<file path="src/hw/ccru_map.vh">
// Purpose: constants of the core clock and reset unit
// Assumes: core_clk is the oscillator, 100 MHz in simulation
// Notes:   rate codes, divider counts and state numbering
`ifndef CCRU_MAP_VH
`define CCRU_MAP_VH
`define CCRU_CODE_LS6        3'h1
`define CCRU_CODE_LS12       3'h4
`define CCRU_CODE_FS         3'h6
`define CCRU_OSC_PER_STATE_N 3'h2
`define CCRU_OSC_PER_STATE_F 3'h1
`define CCRU_OSC_PER_STATE_L 3'h4
`define CCRU_STATES_PER_PCYC 3'h6
`define CCRU_STATE_PCA       3'h5
`define CCRU_STATE_FIRST     3'h1
`define CCRU_CNT_ZERO        3'h0
`define CCRU_CNT_ONE         3'h1
`define CCRU_SAMPLE_DIV_LS   4'h8
`define CCRU_SAMPLE_DIV_FS   4'h1
`define CCRU_SAMPLE_ZERO     4'h0
`define CCRU_SAMPLE_ONE      4'h1
`define CCRU_RESET_VECTOR    24'hff0000
`define CCRU_RST_STRETCH     4'h8
`endif

</file>
<file path="src/hw/ccru_tick_div.v">
// Purpose: divide-by-n tick generator, one pulse every n core_clk cycles
// Assumes: n is stable between restarts; n of one ticks every cycle
// Notes:   restart forces the count back so a tick follows n cycles later
`timescale 1ns/10ps
`include "ccru_map.vh"
module ccru_tick_div (
  core_clk,
  resetn,
  restart,
  div_n,
  tick
);
  input        core_clk;
  input        resetn;
  input        restart;
  input  [3:0] div_n;
  output       tick;

  reg    [3:0] cnt_ff;
  wire         wrap;

  assign wrap = (cnt_ff == div_n - `CCRU_SAMPLE_ONE);
  assign tick = wrap;

  always @(posedge core_clk) begin
    if (!resetn || restart) begin
      cnt_ff <= `CCRU_SAMPLE_ZERO;
    end else if (wrap) begin
      cnt_ff <= `CCRU_SAMPLE_ZERO;
    end else begin
      cnt_ff <= cnt_ff + `CCRU_SAMPLE_ONE;
    end
  end
endmodule

</file>
<file path="src/hw/ccru_core.v">
// Purpose: core clock and reset unit: state/phase timing, peripheral cycle,
//          low-clock mode, usb sample strobe and chip reset combining
// Assumes: core_clk is the oscillator; rate pins are board straps
// Notes:   internal clock is produced as a one-cycle enable per clock period
`timescale 1ns/10ps
`include "ccru_map.vh"
module ccru_core (
  core_clk,
  resetn,
  rate_select_pins,
  hub_variant,
  low_clock_bit,
  usb_reset_req,
  usb_reset_blocks_chip,
  watchdog_expired,
  clk_en_ff,
  phase1_ff,
  phase2_ff,
  state_num_ff,
  state5_phase2_ff,
  pca_tick_ff,
  pll_on_ff,
  full_speed_ff,
  div2_used_ff,
  low_clock_active_ff,
  usb_sample_ff,
  chip_reset_ff,
  reset_vector_ff
);
  input         core_clk;
  input         resetn;
  input  [2:0]  rate_select_pins;
  input         hub_variant;
  input         low_clock_bit;
  input         usb_reset_req;
  input         usb_reset_blocks_chip;
  input         watchdog_expired;
  output        clk_en_ff;
  output        phase1_ff;
  output        phase2_ff;
  output [2:0]  state_num_ff;
  output        state5_phase2_ff;
  output        pca_tick_ff;
  output        pll_on_ff;
  output        full_speed_ff;
  output        div2_used_ff;
  output        low_clock_active_ff;
  output        usb_sample_ff;
  output        chip_reset_ff;
  output [23:0] reset_vector_ff;

  reg           clk_en_ff;
  reg           phase1_ff;
  reg           phase2_ff;
  reg    [2:0]  state_num_ff;
  reg           state5_phase2_ff;
  reg           pca_tick_ff;
  reg           pll_on_ff;
  reg           full_speed_ff;
  reg           div2_used_ff;
  reg           low_clock_active_ff;
  reg           usb_sample_ff;
  reg           chip_reset_ff;
  reg    [23:0] reset_vector_ff;

  reg    [2:0]  osc_cnt_ff;
  reg    [3:0]  rst_cnt_ff;
  reg    [2:0]  per_state;
  reg    [3:0]  sample_div;
  reg           nxt_full;
  reg           code_full;
  wire          one_period;
  wire          pca_point;
  wire          usb_rst_eff;
  wire          rst_src;
  wire          state_end;
  wire          half_pt;
  wire          sample_tick;

  // hub part has no separate usb reset option
  assign usb_rst_eff = usb_reset_req & (hub_variant | ~usb_reset_blocks_chip);
  assign rst_src     = ~resetn | usb_rst_eff | watchdog_expired;

  // rate decode; hub part forced to full speed
  always @* begin
    case (rate_select_pins)
      `CCRU_CODE_FS: begin
        code_full = 1'b1;
      end
      `CCRU_CODE_LS6: begin
        code_full = 1'b0;
      end
      `CCRU_CODE_LS12: begin
        code_full = 1'b0;
      end
      default: begin
        // undefined straps fall back to low speed
        code_full = 1'b0;
      end
    endcase
    nxt_full = hub_variant | code_full;
    // sample rate follows the latched speed, so a strap change mid-run is ignored
    if (full_speed_ff) begin
      sample_div = `CCRU_SAMPLE_DIV_FS;
    end else begin
      sample_div = `CCRU_SAMPLE_DIV_LS;
    end
    if (low_clock_active_ff) begin
      per_state = `CCRU_OSC_PER_STATE_L;
    end else if (full_speed_ff) begin
      per_state = `CCRU_OSC_PER_STATE_F;
    end else begin
      per_state = `CCRU_OSC_PER_STATE_N;
    end
  end

  assign state_end = (osc_cnt_ff == per_state - `CCRU_CNT_ONE);
  // phase 2 starts at the midpoint; a one-period state has phase 2 for its whole cycle
  assign half_pt   = (osc_cnt_ff >= (per_state >> 1));
  // a one-period state carries both phases in its single cycle
  assign one_period = (per_state == `CCRU_OSC_PER_STATE_F);
  // counter array point: last oscillator period of state five
  assign pca_point  = (state_num_ff == `CCRU_STATE_PCA) & state_end;

  // chip reset stretched so every unit sees a full reset
  always @(posedge core_clk) begin
    if (rst_src) begin
      rst_cnt_ff    <= `CCRU_RST_STRETCH;
      chip_reset_ff <= 1'b1;
    end else if (rst_cnt_ff != `CCRU_SAMPLE_ZERO) begin
      rst_cnt_ff    <= rst_cnt_ff - `CCRU_SAMPLE_ONE;
      chip_reset_ff <= 1'b1;
    end else begin
      rst_cnt_ff    <= rst_cnt_ff;
      chip_reset_ff <= 1'b0;
    end
  end

  // rate outputs are latched only while chip reset holds the straps steady
  always @(posedge core_clk) begin
    if (chip_reset_ff) begin
      reset_vector_ff     <= `CCRU_RESET_VECTOR;
      low_clock_active_ff <= 1'b1;
      full_speed_ff       <= nxt_full;
      pll_on_ff           <= nxt_full;
      div2_used_ff        <= ~nxt_full;
      osc_cnt_ff          <= `CCRU_CNT_ZERO;
      state_num_ff        <= `CCRU_STATE_FIRST;
    end else begin
      reset_vector_ff     <= reset_vector_ff;
      full_speed_ff       <= full_speed_ff;
      pll_on_ff           <= pll_on_ff;
      div2_used_ff        <= div2_used_ff;
      if (state_end) begin
        osc_cnt_ff          <= `CCRU_CNT_ZERO;
        low_clock_active_ff <= low_clock_bit;
        if (state_num_ff == `CCRU_STATES_PER_PCYC) begin
          state_num_ff <= `CCRU_STATE_FIRST;
        end else begin
          state_num_ff <= state_num_ff + `CCRU_CNT_ONE;
        end
      end else begin
        osc_cnt_ff          <= osc_cnt_ff + `CCRU_CNT_ONE;
        low_clock_active_ff <= low_clock_active_ff;
        state_num_ff        <= state_num_ff;
      end
    end
  end

  always @(posedge core_clk) begin
    if (chip_reset_ff) begin
      clk_en_ff        <= 1'b0;
      phase1_ff        <= 1'b0;
      phase2_ff        <= 1'b0;
      state5_phase2_ff <= 1'b0;
      pca_tick_ff      <= 1'b0;
    end else begin
      // one internal clock enable per state: /2 low speed, /1 full, /4 low-clock
      clk_en_ff        <= state_end;
      phase1_ff        <= ~half_pt | one_period;
      phase2_ff        <= half_pt;
      state5_phase2_ff <= pca_point;
      pca_tick_ff      <= pca_point;
    end
  end

  // usb sampling strobe independent of low-clock mode
  ccru_tick_div u_sample_div (
    .core_clk (core_clk),
    .resetn   (resetn),
    .restart  (chip_reset_ff),
    .div_n    (sample_div),
    .tick     (sample_tick)
  );

  always @(posedge core_clk) begin
    if (!resetn) begin
      usb_sample_ff <= 1'b0;
    end else begin
      usb_sample_ff <= sample_tick & ~chip_reset_ff;
    end
  end
endmodule

</file>
<file path="config.mk">
export PLATFORM = sky130hd
export DESIGN_NAME = ccru_core
export DESIGN_NICKNAME = d
export VERILOG_FILES = /design/src/hw/ccru_tick_div.v /design/src/hw/ccru_core.v
export VERILOG_INCLUDE_DIRS = /design/src /design/src/hw
export SDC_FILE = /design/constraint.sdc
export NUM_CORES = 1
export LEC_CHECK = 0
export BUFFER_PORTS_ARGS = -buffer_cell sky130_fd_sc_hd__buf_2
export CAP_MARGIN = 20
export CELL_PAD_IN_SITES_DETAIL_PLACEMENT = 0
export CELL_PAD_IN_SITES_GLOBAL_PLACEMENT = 2
export CORE_ASPECT_RATIO = 1.4
export CORE_UTILIZATION = 30
export CTS_CLUSTER_SIZE = 8
export DETAILED_ROUTE_END_ITERATION = 7
export GPL_TIMING_DRIVEN = 0
export HOLD_SLACK_MARGIN = 0.08
export PLACE_DENSITY_LB_ADDON = 0.1
export REMOVE_ABC_BUFFERS = 1
export SLEW_MARGIN = 20
export SYNTH_ARGS = -nofsm -noshare
export SYNTH_HDL_FRONTEND = slang
export SYNTH_SLANG_ARGS = --single-unit
</file>
<file path="constraint.sdc">
create_clock -name core_clk -period 5.8 [get_ports core_clk]
set_input_delay 0.87 -clock core_clk [delete_from_list [all_inputs] [get_ports core_clk]]
set_output_delay 0.87 -clock core_clk [all_outputs]
set_load 0.02 [all_outputs]
</file>
### Yosys cells after proc, flatten, opt, wreduce, memory -nomap -nowiden

Index checks and enable logic that the tools add are counted.

* register bits: 23
* input port bits: 10
* output and inout bits: 38
* logic and storage cells: 50

* add/sub/neg operators: 6
* magnitude comparators: 1
* reductions and logical operators: 5
* equality and inequality tests: 6
* bitwise gates (word level): 13
* mux-type cells: 6

Operators by type and width (number)
* $eq A3 B3 Y1 const B: 3
* $sub A4 B1 Y4 const B: 2
* $add A3 B1 Y3 const B: 2
* $mux W3: 2
* $not A1 Y1: 5
* $or A1 B1 Y1: 5
* $add A4 B1 Y4 const B: 1
* $eq A4 B4 Y1: 1
* $mux W4: 1
* $reduce_bool A4 Y1: 1
* $reduce_or A2 Y1: 2
* $and A1 B1 Y1: 3
* $eq A3 B1 Y1 const B: 1
* $eq A3 B3 Y1: 1
* $ge A3 B2 Y1: 1
* $sub A3 B1 Y3 const B: 1
* $mux W1: 2
* $mux W2: 1
* $logic_not A1 Y1: 1
* $logic_or A1 B1 Y1: 1

### Logic depth before layout (Yosys ltp)

Gate-level depths: netlist (run 1).

* word-level depth: 5
* depth in mapped cells: 6
* gate-level depth less buffers: 6

### Cells and area by module

Synthesis (run 1) repeated with hierarchy kept, for this count alone.

* cells, all modules: 140
* area total of the unflattened synthesis: 1360.1 um^2

By module, submodules not included
* ccru_core: times used 1, sequential area each 400.4 um^2, cells an instance 115, area each 1096.1 um^2
* ccru_tick_div: times used 1, sequential area each 80.1 um^2, cells an instance 25, area each 264.0 um^2

### Least setup slack after synthesis (run 1)

OpenSTA, ideal clock, no wires.

* path type: reg-to-reg
* start point: reg full_speed_ff
* end point: reg state_num_ff[1]
* stages on the path, launching flop included: 7
* arrival: 1893 ps
* slack: 3773 ps
* setup time: 134 ps
* buffers on the path: 0
* required time: 5666 ps
* cell sequence: edfxtp_1 > or2_2 > ha_1 > xor2_1 > o21ai_0 > o311ai_1 > o31ai_1

* longest elaborated chain between the ends: 4

Ends and longest elaborated chain
* start, declared: RTL line ccru_core.v:59 `reg full_speed_ff;`
* start signal, assigned: RTL line ccru_core.v:144 `full_speed_ff <= nxt_full;`
* start signal, assigned: RTL line ccru_core.v:151 `full_speed_ff <= full_speed_ff;`
* $mux W2: RTL line ccru_core.v:110 `end else if (full_speed_ff) begin`
* $mux W3: RTL line ccru_core.v:108 `if (low_clock_active_ff) begin`
* $sub A3 B1 Y3 (no line)
* $eq A3 B3 Y1 (no line)
* end signal, assigned: RTL line ccru_core.v:148 `` state_num_ff <= `CCRU_STATE_FIRST; ``
* end signal, assigned: RTL line ccru_core.v:158 `` state_num_ff <= `CCRU_STATE_FIRST; ``
* end signal, assigned: RTL line ccru_core.v:160 `` state_num_ff <= state_num_ff + `CCRU_CNT_ONE; ``
* end, declared: RTL line ccru_core.v:55 `reg [2:0] state_num_ff;`

Every way passes these cells.
A chain may end at the register's enable or synchronous reset.

### Final worst setup path (run 1)

Ends and elaborated chain as after synthesis.

==> results of run 1 <==
[metal layers]
metal  global-route usage, %  vias up  wire length [um]
met5                       0        -                 0
met1                    12.7      401               940
met4                    5.37        0                18
met2                    17.1       22              1170
li1                        -      430                 -
met3                    1.47        2                84
[cell families (layout without fill, tap and decap cells)]
| group | count (synthesis) | count (layout) | synth area share (%) |
|---|---|---|---|
| fa+ha+maj | 7 | 7 | 6.88 |
| simple gates | 36 | 36 | 18.4 |
| compound gates | 14 | 14 | 9.25 |
| buf+inv | 38 | 38 | 18.9 |
| flops | 23 | 23 | 37.8 |
| xor+xnor | 10 | 10 | 7.47 |
| mux | 1 | 1 | 0.787 |
| other cells | 2 | 24 | 0.590 |
[where the power goes]
| part | internal, W | leakage [nW] | switching (W) |
|---|---|---|---|
| Clock | 0.0000489 | 0.0228 | 0.0000476 |
| Sequential | 0.000163 | 0.191 | 0.00000307 |
| Combinational | 0.00000900 | 0.445 | 0.0000233 |
| Total | 0.000221 | 0.659 | 0.0000739 |
[state kept, by name (all words and copies together), names as in the netlist]
| register | count |
|---|---|
| full_speed_ff | 1 |
| pca_tick_ff | 1 |
| phase2_ff | 1 |
| state_num_ff | 3 |
| phase1_ff | 1 |
| u_sample_div.cnt_ff | 4 |
| chip_reset_ff | 1 |
| osc_cnt_ff | 3 |
| usb_sample_ff | 1 |
| rst_cnt_ff | 4 |
| low_clock_active_ff | 1 |
| div2_used_ff | 1 |
| clk_en_ff | 1 |
[metrics by stage]
| stage | total power [W] | hold WS, ns | setup slack, ns | utilization, % |
|---|---|---|---|---|
| global placement | 0.000201 | 0.461 | 3.66 | 33.2 |
| CTS | 0.000301 | 0.505 | 3.63 | 34.4 |
| floorplan | 0.000194 | 0.437 | 3.67 | - |
| global route | 0.000311 | 0.527 | 3.48 | 34.4 |
| finish | 0.000295 | 0.498 | 3.64 | 34.4 |
| detailed placement | 0.000202 | 0.482 | 3.65 | 33.2 |
[path summary, 6_finish.rpt]
kind / to / slack [ns] / cells after the start
worst max-delay path: state_num_ff[1] / 3.64 / 6
worst min-delay path: rst_cnt_ff[3] / 0.50 / 1
worst max register to register: state_num_ff[1] / 3.64 / 6
worst min register to register: rst_cnt_ff[3] / 0.50 / 1
[cell usage after synthesis, types with 2 or more instances]
cell type  instances
conb_1             2
nand2_1            2
xor2_1             2
nand2b_1           4
nand3b_1           2
o21ai_0            2
nand3_1            2
a21oi_1            2
ha_1               7
edfxtp_1           2
a211o_1            2
nor3_1             2
dfxtp_1           21
xnor2_1            7
buf_4             26
or2_2              3
nor2_1             8
inv_1             11
[layout make-up]
| type | count | area, um2 |
|---|---|---|
| fill | 440 | 2620 |
| multi-input combinational | 92 | 634 |
| sequential | 23 | 480 |
| timing repair buffer | 23 | 115 |
| clock buffer | 4 | 45.0 |
| tap | 43 | 53.8 |
| inverter | 11 | 41.3 |
[critical path, cell delays in order (launching register included)]
cell and delay, ns:
edfxtp_1 0.51, or2_2 0.34, ha_1 0.29, xor2_1 0.37
o21ai_0 0.15, o311ai_1 0.26, o31ai_1 0.11
==> results.py, run 1 <==
metrics = {
    "run_status": {
        "outcome": "finished, violations left",
        "violations": "DRC",
    },
    "cells_and_area": {
        "instances_no_fill": 196,
        "design_area_mm2": 0.00137,
        "n_antenna_cell": 0,
        "final_cell_mix": "conb_1, buf_2, dfxtp_1, inv_1, nor2_1",
        "nNetsFinal": 171,
        "area_growth_pct": 7.67,
        "drive_gt1_share_pct": 24.8,
        "final_common_cell": "conb_1",
    },
    "clocking": {
        "clk_pin_slew_worst_paths_ns": 0.08,
        "numCtsBuffers": 3,
        "cts_resized": 0,
        "cts.sinks": 23,
        "htreeDepth": 1,
        "cts_tree": "done",
        "post-cts-setup-buffer-count": 0,
        "cts_root_buf": "clkbuf_8",
        "hold_buffers": 0,
        "clk_latency_ns": 0.26,
        "cts_buffer_depth": 2,
    },
    "die": {
        "die_h_um": 79.1,
        "dieArea_mm2": 0.00451,
        "core_area_mm2": 0.00399,
        "rows": 27,
        "num_io_pins": 48,
        "die_w_um": 57.0,
        "initial_core_util_pct": 31.9,
    },
    "timing": {
        "fin_tns_setup_ns": 0,
        "rsz0062_at_grt": "no",
        "fmax_ghz": 0.464,
        "hold_viol_final": 0,
        "tightest_slew_ns": 0.559,
        "setup_viol": 0,
        "final_max_slew_viol_count": 0,
        "clock_skew_ns": 0.00410,
        "period_share_pct": 37.2,
        "relSlewSlack_pct": 62.7,
        "min_period_ns": 2.16,
    },
    "logic_synthesis": {
        "synth_area_per_cell_um2": 9.71,
        "yosysTopAreaCellShare_pct": 33.0,
        "synth_seq_cells": 23,
        "synth.area.top_cells": "dfxtp_1, buf_4, ha_1, xnor2_1, edfxtp_1",
        "synth_ff_type": "dfxtp_1",
        "syn-cell-area_mm2": 0.00127,
        "yosys_warnings": 0,
        "synth_edf_count": 2,
        "synthCells": 131,
        "synth_cell_types": 42,
        "yosysSeqAreaShare_pct": 37.8,
        "synth-async-reset-ratio_pct": 0,
        "synth_area_leader_cell": "dfxtp_1",
    },
    "worst_setup_path": {
        "critPathKind": "flop to flop",
        "start_kind": "flop",
        "regToRegStartpoint": "full_speed_ff",
        "cp.required_ns": 5.93,
        "path_max_fanout": 6,
        "cp-startpoint": "full_speed_ff",
        "end_kind": "flop",
        "cp.arrival_ns": 2.29,
    },
    "route": {
        "drt_iter0_markers": 24,
        "dr_total_vias": 855,
        "ant_nets": 0,
        "routed_wl_mm": 2.21,
        "routed_via_density": 4.36,
        "wl_per_cell_um": 11.3,
        "drt_pass1_iterations": 5,
        "drc": 7,
    },
    "worst_hold_path": {
        "worstHoldStart": "rst_cnt_ff[3]",
        "hold_class": "flop to flop",
    },
    "global_routing": {
        "overflow": 0,
        "grt_max_degree": 15,
        "grtUsageTotal_pct": 10.3,
        "grt_pass1_vias": 795,
        "grt_pass1_wl_mm": 3.55,
        "antenna_found_initial": 0,
    },
    "place": {
        "place_hpwl_mm": 1.77,
        "placement.io_buffers": 23,
        "dp_cells": 192,
        "place_area_mm2": 0.00133,
        "gp_congestion": 0.710,
    },
    "power_and_ir_drop": {
        "p_per_area_mw_per_mm2": 215,
        "irDropWorstVdd_mv": 0.0928,
        "leakage_nw": 0.659,
    },
    "flow_run": {
        "max-cap-violations": 0,
    },
}
Power figures use the tool's default switching activity.
==> run 2, diff against run 1 <==
CORE_UTILIZATION = 25   (was 30)
clock period = 1.9 ns   (was 5.8 ns; I/O delays follow)
==> run 2 against run 1 <==
Effect of this change:
- the run now ends clean
- sequential power rose to 3.0 times the previous value
- critical path type unchanged
- power increased to 3.1 times the previous value
- fmax is 23% higher
- setup slack worse by 3.5 ns
==> results.py, run 2 (synthesis results as in run 1) <==
metrics = {
    "timing": {
        "min_period_ns": 1.75,
        "hold_viol_final": 0,
        "rsz0062_at_grt": "no",
        "final_max_slew_viol_count": 0,
        "tightest_slew_ns": 0.592,
        "fmax_ghz": 0.570,
        "setup_viol": 0,
        "period_share_pct": 92.3,
        "clock_skew_ns": 0.00544,
        "fin_tns_setup_ns": 0,
        "relSlewSlack_pct": 60.5,
    },
    "global_routing": {
        "grtUsageTotal_pct": 8.66,
        "grt_pass1_wl_mm": 3.56,
        "antenna_found_initial": 0,
        "overflow": 0,
        "grt_pass1_vias": 771,
        "grt_max_degree": 15,
    },
    "worst_setup_path": {
        "rrSetupSlack_ns": 0.15,
        "worstPathCellList": "buf_4 > nand2b_4 > ha_4 > xor2_2 > xnor2_1 > o311ai_2 > o31ai_2",
        "path_depth": 7,
        "path_delay_family": "compound AO/OA/AOI/OAI gates",
        "cp-startpoint": "full_speed_ff",
        "rr_endpoint": "state_num_ff[1]",
        "critPathMaxStageDelay_ns": 0.39,
        "critPathKind": "flop to flop",
        "slowest_stage": "edfxtp_1",
        "ff2ff_path_depth": 7,
        "cp.required_ns": 2.03,
        "path_buf_inv": 1,
        "start_kind": "flop",
        "regToRegStartpoint": "full_speed_ff",
        "endpoint": "state_num_ff[1]",
        "cp.arrival_ns": 1.88,
        "path_max_fanout": 5,
        "end_kind": "flop",
    },
    "power_and_ir_drop": {
        "leakage_nw": 0.681,
        "irDropWorstVdd_mv": 0.228,
        "p_per_area_mw_per_mm2": 609,
    },
    "clocking": {
        "clk_pin_slew_worst_paths_ns": 0.08,
        "numCtsBuffers": 3,
        "cts.sinks": 23,
        "htreeDepth": 1,
        "hold_buffers": 0,
        "cts_tree": "done",
        "cts_root_buf": "clkbuf_8",
        "cts_buffer_depth": 2,
        "clk_latency_ns": 0.26,
    },
    "route": {
        "met1Wirelength_um": 918,
        "dr_wl_met2_mm": 1.18,
        "dr_total_vias": 867,
        "drt_pass1_iterations": 2,
        "wl_per_cell_um": 10.2,
        "drc": 0,
        "top_layer_used": "met4",
        "drt_iter0_markers": 21,
        "ant_nets": 0,
        "routed_via_density": 3.96,
        "routed_wl_mm": 2.23,
        "met3WireLength_um": 84,
    },
    "die": {
        "initial_core_util_pct": 26.1,
        "dieArea_mm2": 0.00538,
        "die_h_um": 86.4,
        "die_w_um": 62.3,
        "num_io_pins": 48,
        "rows": 30,
        "core_area_mm2": 0.00488,
    },
    "cells_and_area": {
        "n_antenna_cell": 0,
        "final_common_cell": "conb_1",
        "final_util_pct": 30.6,
        "area_growth_pct": 17.4,
        "drive_gt1_share_pct": 31.0,
        "final_cell_mix": "conb_1, buf_2, dfxtp_1, inv_1, nor2_1",
        "top_regs": "rst_cnt_ff: 4 flops, u_sample_div.cnt_ff: 4 flops",
        "design_area_mm2": 0.00149,
        "nNetsFinal": 173,
    },
    "worst_hold_path": {
        "hold_class": "input port to flop",
        "hold_path_depth": 3,
    },
    "flow_run": {
        "max-cap-violations": 0,
    },
    "place": {
        "place_area_mm2": 0.00135,
        "placement.io_buffers": 23,
        "place_hpwl_mm": 1.75,
        "gp_congestion": 0.708,
    },
    "run_status": {
        "outcome": "completed",
    },
}
-- run 2: repair_timing --
action,4_1_cts,5_1_grt
buffers inserted,2,0
resized for setup,3,11
pin swaps,2,4
endpoints found under the setup margin,9,6
-- run 2: metrics by stage --
step	worst slack, ns	instances	hold WS [ns]	power [W]
floorplan	-0.232	126	0.437	0.000593
global placement	-0.251	213	0.463	0.000614
detailed placement	-0.237	213	0.464	0.000616
CTS	0.00259	219	0.296	0.000930
global route	0.0330	219	0.301	0.000961
finish	0.147	219	0.296	0.000909
-- run 2: worst min path at each step --
stage | startpoint | endpoint
3_5_place_dp | u_sample_div.cnt_ff[0] | u_sample_div.cnt_ff[0]
5_1_grt | resetn | usb_sample_ff
4_1_cts | low_clock_bit | low_clock_active_ff
3_3_place_gp | u_sample_div.cnt_ff[0] | u_sample_div.cnt_ff[0]
6_report | low_clock_bit | low_clock_active_ff
2_1_floorplan | u_sample_div.cnt_ff[0] | u_sample_div.cnt_ff[0]
-- run 2: layout make-up --
| class | count | area [um2] |
|---|---|---|
| multi-input combinational | 92 | 712 |
| tap | 64 | 80.1 |
| inverter | 11 | 41.3 |
| timing repair buffer | 25 | 134 |
| clock buffer | 4 | 45.0 |
| sequential | 23 | 482 |
| fill | 539 | 3390 |
-- run 2: routing by layer --
layer	vias up	GRT usage, %
met4	0	5.71
met2	24	14.7
met5	-	0
li1	430	-
met1	409	9.75
met3	4	1.97
-- run 2: worst min-delay path: stages --
cell	delay (ns)
buf_2	0.08
nand4_1	0.06
o211ai_1	0.10
-- run 2: power breakdown --
| part | switching (W) | internal (W) | total (W) |
|---|---|---|---|
| logic | 0.0000729 | 0.0000292 | 0.000102 |
| clock network | 0.000153 | 0.000150 | 0.000303 |
| registers | 0.00000672 | 0.000498 | 0.000504 |
| total | 0.000233 | 0.000676 | 0.000909 |
==> run 3, diff against run 2 <==
BUFFER_PORTS_ARGS = -buffer_cell sky130_fd_sc_hd__buf_4   (was -buffer_cell sky130_fd_sc_hd__buf_2)
==> run 3 against run 2 <==
Effect of this change:
- combinational power up 8%
- fmax up 0.90%
- via count down 0.81%
- die area unchanged
- sequential share of layout area down 0.79 points
- highest routed layer unchanged
==> results.py, run 3 (synthesis results as in run 1) <==
metrics = {
    "power_and_ir_drop": {
        "sequentialPowerShare_pct": 54.8,
        "p_sw_w": 0.000235,
        "leakage_nw": 0.699,
        "pwr-share-clk_pct": 33.2,
        "intPower_w": 0.000684,
        "swShare_pct": 25.6,
        "comb_power_share_pct": 11.9,
        "p_per_area_mw_per_mm2": 601,
        "irDropWorstVdd_mv": 0.199,
    },
    "route": {
        "routed_wl_mm": 2.24,
        "drt_iter0_markers": 30,
        "routed_via_density": 3.91,
        "drt_pass1_iterations": 3,
        "ant_nets": 0,
        "drc": 0,
        "wl_per_cell_um": 10.2,
        "dr_total_vias": 860,
    },
    "worst_setup_path": {
        "critPathKind": "flop to flop",
        "start_kind": "flop",
        "end_kind": "flop",
        "cp.arrival_ns": 1.87,
        "cp.required_ns": 2.03,
        "path_max_fanout": 4,
    },
    "cells_and_area": {
        "area_growth_pct": 20.4,
        "n_antenna_cell": 0,
        "drive_gt1_share_pct": 30.1,
        "final_util_pct": 31.4,
        "instances_no_fill": 220,
        "top_regs": "rst_cnt_ff: 4 flops, u_sample_div.cnt_ff: 4 flops",
        "final_cell_mix": "buf_4, conb_1, dfxtp_1, inv_1, nor2_1",
        "nNetsFinal": 174,
        "final_common_cell": "buf_4",
    },
    "die": {
        "rows": 30,
        "die_w_um": 62.3,
        "dieArea_mm2": 0.00538,
        "initial_core_util_pct": 26.1,
        "die_h_um": 86.4,
        "num_io_pins": 48,
        "core_area_mm2": 0.00488,
    },
    "timing": {
        "tightest_slew_ns": 0.612,
        "final_max_slew_viol_count": 0,
        "hold_viol_final": 0,
        "clock_skew_ns": 0.00365,
        "setup_viol": 0,
        "period_share_pct": 91.5,
        "fmax_ghz": 0.576,
        "rsz0062_at_grt": "no",
        "min_period_ns": 1.74,
        "relSlewSlack_pct": 59.1,
    },
    "flow_run": {
        "max-cap-violations": 0,
    },
    "global_routing": {
        "grt_max_degree": 15,
        "busiest_layer": "met2",
        "antenna_found_initial": 0,
        "grt_use_met2_pct": 15.1,
        "overflow": 0,
        "grtUsageTotal_pct": 8.77,
        "grt_pass1_vias": 815,
        "grt_util_met1_pct": 10.1,
        "grt_pass1_wl_mm": 3.68,
        "grt_use_met3_pct": 1.84,
    },
    "place": {
        "place_hpwl_mm": 1.76,
        "gp_congestion": 0.704,
        "dp_cells": 213,
        "placement.io_buffers": 23,
    },
    "clocking": {
        "cts_buffer_depth": 2,
        "cts.sinks": 23,
        "cts_root_buf": "clkbuf_8",
        "clk_pin_slew_worst_paths_ns": 0.08,
        "cts_tree": "done",
        "htreeDepth": 1,
        "numCtsBuffers": 3,
        "clk_latency_ns": 0.26,
        "hold_buffers": 0,
    },
    "worst_hold_path": {
        "hold_class": "input port to flop",
    },
    "run_status": {
        "outcome": "completed",
    },
}
[run 3: cell count changes in the layout (fill, tap and decap cells not counted)]
cell      previous run  this run
o311ai_2             1         2
o311ai_4             1         0
buf_2               23         0
nand3_4              1         0
o21ai_1              0         1
nand2_2              1         0
o21ai_2              1         0
buf_4                1        26
buf_6                1         0
nand2_1              1         2
nand3_2              0         1
[run 3: repair_timing]
| item | CTS | global route |
|---|---|---|
| setup buffers | 2 | 1 |
| gates resized for setup | 2 | 7 |
| endpoints found under the setup margin | 9 | 7 |
| pin swaps | 1 | 3 |
[run 3: routing by layer]
| layer | vias up | part of all wire [%] |
|---|---|---|
| met5 | - | 0 |
| met4 | 0 | 2.0 |
| met3 | 5 | 3.8 |
| met2 | 24 | 51 |
| met1 | 398 | 43 |
| li1 | 433 | - |
[run 3: worst paths after layout]
check,startpoint,to,slack (ns),depth (start not counted)
worst max-delay path,full_speed_ff,state_num_ff[1],0.16,6
worst min-delay path,low_clock_bit,low_clock_active_ff,0.29,3
worst max register to register,full_speed_ff,state_num_ff[1],0.16,6
worst min register to register,u_sample_div.cnt_ff[0],u_sample_div.cnt_ff[0],0.49,1
[run 3: metrics by stage]
step	area (um2)	TNS (ns)	power [W]	setup WS (ns)	hold slack, ns
6_report	1530	0	0.000920	0.162	0.294
5_1_grt	1530	0	0.000973	0.0327	0.299
3_5_place_dp	1410	-1.22	0.000623	-0.265	0.465
2_1_floorplan	1160	-1.18	0.000593	-0.232	0.437
3_3_place_gp	1410	-1.25	0.000623	-0.235	0.460
4_1_cts	1480	0	0.000940	0.0133	0.296
[run 3: area by class of cell]
| class | count | area (um2) |
|---|---|---|
| clock buffers | 4 | 45.0 |
| fillers | 539 | 3350 |
| inverters | 11 | 41.3 |
| multi-input cells | 92 | 688 |
| flip-flops and latches | 23 | 482 |
| well taps | 64 | 80.1 |
| repair buffers | 26 | 195 |
[run 3: power groups by stage]
stage / logic, W / clock network, W / registers (W)
after floorplan: 0.0000702 / 0 / 0.000523
after global placement: 0.000104 / 0 / 0.000519
after detailed placement: 0.000105 / 0 / 0.000519
after CTS: 0.000110 / 0.000325 / 0.000505
after global routing: 0.000121 / 0.000345 / 0.000506
final: 0.000110 / 0.000306 / 0.000504
[run 3: critical path, cell delays in order (launching register included)]
cell and delay (ns):
edfxtp_1 0.40, or2_4 0.26, ha_4 0.29, xor2_4 0.18, o21ai_1 0.10, o311ai_2 0.29, o31ai_2 0.10
